$ cat src/fifo_cfg_pkg.sv
/*
 * Package for the FIFO receive/transmit configuration register bank.
 * Holds register byte addresses, field positions, reset values, the end
 * alignment codes and the packed structs that carry the configuration.
 * Assumes a 32-bit APB register bus with one aligned word per register.
 */
package fifo_cfg_pkg;

    // Register byte addresses.
    localparam logic [7:0] RX_CFG_ADDR       = 8'h6C;
    localparam logic [7:0] TX_CFG_ADDR       = 8'h70;

    // Receive configuration field positions.
    localparam int RX_ALIGN_HI  = 31;
    localparam int RX_ALIGN_LO  = 30;
    localparam int RX_FLUSH_BIT = 15;
    localparam int RX_OFF_HI    = 12;
    localparam int RX_OFF_LO    = 8;

    // Transmit configuration field positions.
    localparam int TXS_FLUSH_BIT = 15;
    localparam int TXD_FLUSH_BIT = 14;
    localparam int TX_ALLOW_BIT  = 2;
    localparam int TX_ON_BIT     = 1;
    localparam int TX_STOP_BIT   = 0;

    // End alignment codes.
    localparam logic [1:0] ALIGN_4B  = 2'h0;
    localparam logic [1:0] ALIGN_16B = 2'h1;
    localparam logic [1:0] ALIGN_32B = 2'h2;

    // Pad masks, in words minus one, for each alignment.
    localparam logic [2:0] PAD_MASK_4B  = 3'h0;
    localparam logic [2:0] PAD_MASK_16B = 3'h3;
    localparam logic [2:0] PAD_MASK_32B = 3'h7;

    // Reset values.
    localparam logic [1:0] RX_ALIGN_RST = 2'h0;
    localparam logic [4:0] RX_OFF_RST   = 5'h00;

    // Receive configuration as stored.
    typedef struct packed {
        logic [1:0] align;
        logic       flush;
        logic [4:0] byte_offset;
    } rx_cfg_t;

    // Transmit configuration as stored.
    typedef struct packed {
        logic status_flush;
        logic data_flush;
        logic allow_overrun;
        logic tx_on;
        logic stop_req;
    } tx_cfg_t;

endpackage

$ cat src/fifo_tx_rx_config_control.sv
/*
 * FIFO receive/transmit configuration control: an APB slave holding the
 * receive and transmit configuration registers, the FIFO flush pulses,
 * receive offset and end-alignment padding, and transmitter start/stop.
 * Assumes the FIFO, receive and transmit engines run on CLOCK, so their
 * strobes and flags arrive synchronous and are read without synchronisers.
 */
// Decided for this implementation: the APB register port.
// Functional notes
// - Receive flush empties receive data and status FIFOs
// - Five-bit receive byte offset, reset zero
// - Word offset bits take effect next word read
// - End alignment codes: 4, 16, 32 bytes
// - Status flush empties transmit status FIFO
// - Data flush empties transmit data FIFO
// - Full status FIFO suspends unless overrun allowed
// - Overrun permission never affects full interrupt event
// - Transmitter enable bit starts queued transmission
// - Enable clears itself after stop and halt
// - Stop request finishes frame, then self-clears
// - Writes to stop ignored while it is high
// - Filler words pad last transfer to alignment
`timescale 1ns/1ps
`default_nettype none

module fifo_tx_rx_config_control
    import fifo_cfg_pkg::*;
#(
    parameter int ADDR_W = 8
) (
    // Clock and reset.
    input  wire logic              CLOCK,
    input  wire logic              RSTN,
    // APB slave.
    input  wire logic              PSEL,
    input  wire logic              PENABLE,
    input  wire logic              PWRITE,
    input  wire logic [ADDR_W-1:0] PADDR,
    input  wire logic [31:0]       PWDATA,
    output logic [31:0]            PRDATA,
    output logic                   PREADY,
    output logic                   PSLVERR,
    // Engine status and strobes.
    input  wire logic              TX_HALTED,
    input  wire logic              TX_STATUS_FULL,
    input  wire logic              RX_WORD_READ,
    input  wire logic              RX_PKT_START,
    input  wire logic              RX_LAST_READ,
    // FIFO pointer clears.
    output logic                   RX_FIFO_CLEAR,
    output logic                   TXS_FIFO_CLEAR,
    output logic                   TXD_FIFO_CLEAR,
    // Receive data shaping.
    output logic [1:0]             RX_BYTE_OFFSET,
    output logic [2:0]             RX_WORD_OFFSET,
    output logic [1:0]             RX_END_ALIGN,
    output logic [2:0]             RX_PAD_WORDS,
    output logic                   RX_PAD_VALID,
    // Transmit control.
    output logic                   TX_ENABLE,
    output logic                   TX_STOP_REQ,
    output logic                   TX_SUSPEND,
    output logic                   TSF_FULL_EVT
);

    rx_cfg_t     rx_r;
    tx_cfg_t     tx_r;
    logic        pready_r;
    logic [31:0] prdata_r;
    logic        pslverr_r;
    logic [2:0]  word_off_r;
    logic [2:0]  word_cnt_r;
    logic [2:0]  pad_r;
    logic        pad_valid_r;
    logic        suspend_r;
    logic        full_evt_r;

    logic        setup;
    logic        wr_en;
    logic        wr_rx;
    logic        wr_tx;
    logic        hit_rx;
    logic        hit_tx;
    logic        stop_done;
    logic [31:0] rd_nxt;
    logic [2:0]  pad_mask;
    logic [2:0]  pad_nxt;

    // Address decode; only the low byte of the address selects a register.
    assign hit_rx    = (PADDR[7:0] == RX_CFG_ADDR);
    assign hit_tx    = (PADDR[7:0] == TX_CFG_ADDR);
    assign setup     = PSEL & ~PENABLE;
    assign wr_en     = PSEL & PENABLE & PWRITE & pready_r;
    assign wr_rx     = wr_en & hit_rx;
    assign wr_tx     = wr_en & hit_tx;
    assign stop_done = tx_r.stop_req & TX_HALTED;

    // Read mux; reserved bits and the out-of-scope DMA count read zero.
    always_comb begin
        rd_nxt = 32'h0000_0000;
        if (hit_rx) begin
            rd_nxt[RX_ALIGN_HI:RX_ALIGN_LO] = rx_r.align;
            rd_nxt[RX_FLUSH_BIT]            = rx_r.flush;
            rd_nxt[RX_OFF_HI:RX_OFF_LO]     = rx_r.byte_offset;
        end else if (hit_tx) begin
            rd_nxt[TXS_FLUSH_BIT] = tx_r.status_flush;
            rd_nxt[TXD_FLUSH_BIT] = tx_r.data_flush;
            rd_nxt[TX_ALLOW_BIT]  = tx_r.allow_overrun;
            rd_nxt[TX_ON_BIT]     = tx_r.tx_on;
            rd_nxt[TX_STOP_BIT]   = tx_r.stop_req;
        end
    end

    // APB handshake: one fixed wait-free access phase after every setup.
    // Read data and error are sampled at setup so the outputs are registered.
    always_ff @(posedge CLOCK or negedge RSTN) begin
        if (!RSTN) begin
            pready_r  <= 1'b0;
            prdata_r  <= 32'h0000_0000;
            pslverr_r <= 1'b0;
        end else begin
            pready_r  <= setup;
            pslverr_r <= setup & ~(hit_rx | hit_tx);
            if (setup) begin
                prdata_r <= rd_nxt;
            end
        end
    end

    // Receive configuration; flush is a one-cycle self-clearing bit.
    always_ff @(posedge CLOCK or negedge RSTN) begin
        if (!RSTN) begin
            rx_r.align       <= RX_ALIGN_RST;
            rx_r.flush       <= 1'b0;
            rx_r.byte_offset <= RX_OFF_RST;
        end else begin
            rx_r.flush <= wr_rx & PWDATA[RX_FLUSH_BIT];
            if (wr_rx) begin
                rx_r.align       <= PWDATA[RX_ALIGN_HI:RX_ALIGN_LO];
                rx_r.byte_offset <= PWDATA[RX_OFF_HI:RX_OFF_LO];
            end
        end
    end

    // The word part of the offset is only picked up at a word read, so a
    // change while the receiver runs never splits a word in flight.
    always_ff @(posedge CLOCK or negedge RSTN) begin
        if (!RSTN) begin
            word_off_r <= 3'h0;
        end else if (RX_WORD_READ) begin
            word_off_r <= rx_r.byte_offset[4:2];
        end
    end

    // Pad mask per alignment; the reserved code falls back to 4-byte.
    always_comb begin
        case (rx_r.align)
            ALIGN_4B:  pad_mask = PAD_MASK_4B;
            ALIGN_16B: pad_mask = PAD_MASK_16B;
            ALIGN_32B: pad_mask = PAD_MASK_32B;
            default:   pad_mask = PAD_MASK_4B;
        endcase
    end

    // Filler words to reach the alignment, counting the last word itself.
    assign pad_nxt = (3'h0 - (word_cnt_r + 3'h1)) & pad_mask;

    // Word counter modulo eight within a buffer, and pad result.
    always_ff @(posedge CLOCK or negedge RSTN) begin
        if (!RSTN) begin
            word_cnt_r  <= 3'h0;
            pad_r       <= 3'h0;
            pad_valid_r <= 1'b0;
        end else begin
            pad_valid_r <= RX_LAST_READ;
            if (RX_PKT_START) begin
                word_cnt_r <= 3'h0;
            end else if (RX_WORD_READ) begin
                word_cnt_r <= word_cnt_r + 3'h1;
            end
            if (RX_LAST_READ) begin
                pad_r <= pad_nxt;
            end
        end
    end

    // Transmit flush bits and overrun permission.
    always_ff @(posedge CLOCK or negedge RSTN) begin
        if (!RSTN) begin
            tx_r.status_flush  <= 1'b0;
            tx_r.data_flush    <= 1'b0;
            tx_r.allow_overrun <= 1'b0;
        end else begin
            tx_r.status_flush <= wr_tx & PWDATA[TXS_FLUSH_BIT];
            tx_r.data_flush   <= wr_tx & PWDATA[TXD_FLUSH_BIT];
            if (wr_tx) begin
                tx_r.allow_overrun <= PWDATA[TX_ALLOW_BIT];
            end
        end
    end

    // Transmitter enable. A write in the very cycle the halt completes wins,
    // so software restarting the transmitter is never silently undone.
    always_ff @(posedge CLOCK or negedge RSTN) begin
        if (!RSTN) begin
            tx_r.tx_on <= 1'b0;
        end else if (wr_tx) begin
            tx_r.tx_on <= PWDATA[TX_ON_BIT];
        end else if (stop_done) begin
            tx_r.tx_on <= 1'b0;
        end
    end

    // Stop request: settable only while low, cleared once halted.
    always_ff @(posedge CLOCK or negedge RSTN) begin
        if (!RSTN) begin
            tx_r.stop_req <= 1'b0;
        end else if (tx_r.stop_req) begin
            if (TX_HALTED) begin
                tx_r.stop_req <= 1'b0;
            end
        end else if (wr_tx & PWDATA[TX_STOP_BIT]) begin
            tx_r.stop_req <= 1'b1;
        end
    end

    // Suspend and full event. The full event ignores the permission bit.
    always_ff @(posedge CLOCK or negedge RSTN) begin
        if (!RSTN) begin
            suspend_r  <= 1'b0;
            full_evt_r <= 1'b0;
        end else begin
            suspend_r  <= tx_r.tx_on & TX_STATUS_FULL & ~tx_r.allow_overrun;
            full_evt_r <= TX_STATUS_FULL;
        end
    end

    // Output assignments, all straight from flip-flops.
    assign PRDATA         = prdata_r;
    assign PREADY         = pready_r;
    assign PSLVERR        = pslverr_r;
    assign RX_FIFO_CLEAR  = rx_r.flush;
    assign TXS_FIFO_CLEAR = tx_r.status_flush;
    assign TXD_FIFO_CLEAR = tx_r.data_flush;
    assign RX_BYTE_OFFSET = rx_r.byte_offset[1:0];
    assign RX_WORD_OFFSET = word_off_r;
    assign RX_END_ALIGN   = rx_r.align;
    assign RX_PAD_WORDS   = pad_r;
    assign RX_PAD_VALID   = pad_valid_r;
    assign TX_ENABLE      = tx_r.tx_on;
    assign TX_STOP_REQ    = tx_r.stop_req;
    assign TX_SUSPEND     = suspend_r;
    assign TSF_FULL_EVT   = full_evt_r;
endmodule // fifo_tx_rx_config_control

`default_nettype wire

$ cat config.mk
export PLATFORM = sky130hd
export DESIGN_NAME = fifo_tx_rx_config_control
export DESIGN_NICKNAME = d
export VERILOG_FILES = /design/src/fifo_cfg_pkg.sv /design/src/fifo_tx_rx_config_control.sv
export SDC_FILE = /design/constraint.sdc
export NUM_CORES = 1
export LEC_CHECK = 0
export ABC_AREA = 1
export CELL_PAD_IN_SITES_DETAIL_PLACEMENT = 1
export CELL_PAD_IN_SITES_GLOBAL_PLACEMENT = 2
export CORE_UTILIZATION = 33
export DETAILED_ROUTE_END_ITERATION = 12
export DONT_BUFFER_PORTS = 1
export GPL_TIMING_DRIVEN = 0
export PLACE_DENSITY = 0.77
export SYNTH_ARGS = -nofsm -noshare
export SYNTH_HDL_FRONTEND = slang
export SYNTH_SLANG_ARGS = --single-unit
export TNS_END_PERCENT = 1
$ cat constraint.sdc
create_clock -name CLOCK -period 1.61 [get_ports CLOCK]
set_input_delay 0.161 -clock CLOCK [delete_from_list [all_inputs] [get_ports CLOCK]]
set_output_delay 0.161 -clock CLOCK [all_outputs]
set_load 0.005 [all_outputs]
==> results.py <==
metrics = {
    "synth": {
        "syn_inst": 208,
        "synth_adder_area_share": 0.0201,
        "synth_ff_type": "sky130_fd_sc_hd__dfrtp_1",
        "synth-xor-area-share": 0.0140,
        "synth_mux_area_frac": 0.0181,
        "netlist-cell-type-count": 23,
        "synth_most_common_cell": "sky130_fd_sc_hd__nand2_1",
        "netlist_top_cells_area": "sky130_fd_sc_hd__dfrtp_1, sky130_fd_sc_hd__nand2_1, sky130_fd_sc_hd__buf_4",
        "synthesis_stage_register_bit_count": 39,
        "synth_sequential_area_ratio": 0.522,
        "synth-compound-area-share": 0.0468,
        "synth_largest_area_cell": "sky130_fd_sc_hd__dfrtp_1",
        "synth.yosys.warnings": 0,
        "ys_async_sr_fraction": 1.00,
        "post_synth_most_frequent_cells": "sky130_fd_sc_hd__nand2_1, sky130_fd_sc_hd__dfrtp_1, sky130_fd_sc_hd__buf_4",
        "netlist_area_sq_mm": 0.00187,
        "synth_edf_count": 0,
        "synthSimpleGateAreaFrac": 0.239,
        "area_share_of_the_leading_cell_type_in_the_synthesized_netlist": 0.522,
        "syn_avg_cell_area_sq_um": 8.99,
        "synth_top_family_by_area": "simple AND/OR/NAND/NOR gates",
    },
    "drt": {
        "routed_via_density": 4.20,
        "drt_first_pass_iters": 4,
        "route.detailed.wl_per_inst_microns": 12.5,
        "drc_errors": 0,
        "drt_total_wl_microns": 4030,
        "routed-via-count": 1353,
        "drtIter0Drc": 70,
        "final_antenna_net_count": 0,
    },
    "die": {
        "floorplan.rows": 27,
        "io_pins": 102,
        "floorplan.initialDensity": 0.342,
        "die_w_microns": 77.3,
        "die_area_sq_mm": 0.00597,
        "fp.coreArea_sq_mm": 0.00547,
        "die-height_microns": 77.3,
    },
    "clocking": {
        "clock-sinks": 39,
        "post_cts.repair.setup_buffers": 0,
        "ctsLongestPathBuffers": 2,
        "insertion_delay_ns": 0.28,
        "cts_buffers": 5,
        "clock_tree.htree_level_count": 2,
        "cts_root_buf": "sky130_fd_sc_hd__clkbuf_8",
        "cts.repair.resized": 0,
        "tritoncts": "built",
        "cts_hold_buffers": 15,
        "clkTransAtPathRegs_ns": 0.07,
    },
    "global_route": {
        "grt_max_degree": 40,
        "antenna_found_initial": 0,
        "globalRoute.totalOverflow": 0,
        "gr-usage-all-layers": 0.143,
        "grt_pass1_wl_microns": 6560,
        "first_global_vias": 1311,
    },
    "sta": {
        "totalNegativeSetupSlack_ns": 0,
        "setup_viol_count_final": 0,
        "whs_ns": 0.0193,
        "rsz_0062_raised_after_global_routing": "no",
        "post-route-period-util": 0.809,
        "final.min_clock_period_ns": 1.30,
        "hold_violations_final": 0,
        "final_worst_clock_skew_ns": 0.00431,
        "final-max-slew-violation-count": 0,
        "layout_setup_ws_ns": 0.307,
        "fmax_ghz": 0.767,
    },
    "run_status": {
        "result_of_the_run": "complete, no violations",
    },
    "setup_path": {
        "critical_path_peak_fanout": 6,
        "startpoint_type": "register",
        "cp_common_cell": "sky130_fd_sc_hd__nand2_1",
        "cp.arrival_ns": 1.48,
        "timing.critical_path.cells": "ha_1 > xnor2_1 > nand2_1 > nand2_1 > o21ai_0",
        "required_time_reported_for_the_critical_path_endpoint_ns": 1.78,
        "critPathSlowestCell": "sky130_fd_sc_hd__dfrtp_1",
        "critPathMaxStageDelay_ns": 0.45,
        "critPathCaptureType": "register",
        "setup_crit_path_kind": "register to register",
    },
    "place": {
        "numPlacedInstances": 299,
        "detailed_place_hpwl_microns": 2940,
        "port_buffers": 0,
        "placement.setup.worst_slack_ns": 0.336,
        "place.gp.congestion": 0.716,
    },
    "final_layout": {
        "layoutNonFillerInstCount": 322,
        "sequential_cell_area_sq_um": 976,
        "num-nets-final": 302,
        "insertedDiodeCount": 0,
        "multiInputGateArea_sq_um": 707,
        "nFillCells": 689,
        "drive_above_1_share": 0.216,
        "areaGrowthSynthToFinish_pct": 22.5,
    },
    "min_path": {
        "worstHoldPathType": "input port to register",
    },
    "flow_run": {
        "cap_viol_max_count": 0,
    },
    "power_and_ir_drop": {
        "power.leakage_nw": 1.21,
        "power_density_mw_per_mm2": 820,
        "power.ir.vdd_worst_v": 0.000263,
    },
}
power breakdown:
group	internal (mW)	leakage (nW)	total, mW	switching (mW)
clock network	0.391	0.0515	0.711	0.321
logic	0.0837	0.620	0.166	0.0824
registers	0.990	0.537	1.00	0.0105
final cells by class:
cell class	instances	share of cell area
Sequential cell	39	0.426
Multi-Input combinational cell	146	0.308
Buffer	26	0.0868
Timing Repair Buffer	15	0.0699
Clock buffer	8	0.0437
Tap cell	72	0.0393
Inverter	16	0.0262
logic make-up after synthesis:
kind of cell | Yosys count
mux | 3
buf+inv | 42
other cells | 1
fa+ha+maj | 3
flops | 39
xor+xnor | 3
compound gates | 17
simple gates | 100
cells in the final DEF, fill, tap and decap left out:
master	n
sky130_fd_sc_hd__nand2_4	1
sky130_fd_sc_hd__xor2_1	2
sky130_fd_sc_hd__dlygate4sd3_1	14
sky130_fd_sc_hd__nor2_1	10
sky130_fd_sc_hd__conb_1	20
sky130_fd_sc_hd__buf_4	25
sky130_fd_sc_hd__nor3_2	1
sky130_fd_sc_hd__nand4_1	2
sky130_fd_sc_hd__o21ai_0	8
sky130_fd_sc_hd__buf_6	1
sky130_fd_sc_hd__inv_1	10
sky130_fd_sc_hd__nor2_4	4
sky130_fd_sc_hd__a21boi_0	1
sky130_fd_sc_hd__buf_12	1
sky130_fd_sc_hd__mux2_2	3
sky130_fd_sc_hd__clkbuf_8	7
sky130_fd_sc_hd__inv_2	6
sky130_fd_sc_hd__nand2_1	74
sky130_fd_sc_hd__o21ai_1	8
sky130_fd_sc_hd__xnor2_1	1
sky130_fd_sc_hd__nand4_2	1
sky130_fd_sc_hd__nand3_1	3
sky130_fd_sc_hd__ha_1	3
sky130_fd_sc_hd__or2_2	2
sky130_fd_sc_hd__clkbuf_1	1
sky130_fd_sc_hd__nand2_2	2
sky130_fd_sc_hd__dfrtp_1	39
flip-flops by register name, summed over array words and instances, names as in the netlist, 2 cells and up:
name,cells
PRDATA,12
RX_BYTE_OFFSET,2
RX_END_ALIGN,2
RX_PAD_WORDS,3
RX_WORD_OFFSET,3
rx_r,3
word_cnt_r,3
per-layer routing:
metal,share of wire,vias to the layer above,global-route usage
met4,0.013,0,0.0623
met1,0.42,618,0.172
met3,0.067,5,0.0345
li1,-,682,-
met2,0.50,48,0.241
met5,0,-,0
final timing paths:
kind | cells past startpoint | from | slack [ns] | to
min in group asynchronous | 2 | RSTN | 0.35 | RX_PAD_WORDS[1]
max reg2reg | 5 | word_cnt_r[0] | 0.31 | RX_PAD_WORDS[2]
max in group asynchronous | 2 | RSTN | 1.06 | PRDATA[2]
max | 5 | word_cnt_r[0] | 0.31 | RX_PAD_WORDS[2]
min reg2reg | 1 | tx_r[2] | 0.46 | TX_SUSPEND
min | 2 | RX_WORD_READ | 0.02 | word_cnt_r[1]
through the flow:
stage	cell area, sq um	util	power [mW]
after global routing	2290	0.419	1.97
after detailed placement	2030	0.371	1.13
after floorplan	1940	-	1.12
after global placement	2030	0.371	1.13
final	2290	0.419	1.88
after CTS	2290	0.419	1.91
worst max-delay path, delay by kind of cell (launching register included):
kind | cells | cell delay, ns
flip-flops | 1 | 0.45
AO/OA/AOI/OAI | 1 | 0.07
AND/OR/NAND/NOR | 2 | 0.19
adder cells (fa/ha/maj) | 1 | 0.27
XOR/XNOR | 1 | 0.22
Note: power is estimated with default switching activity, not from simulation.
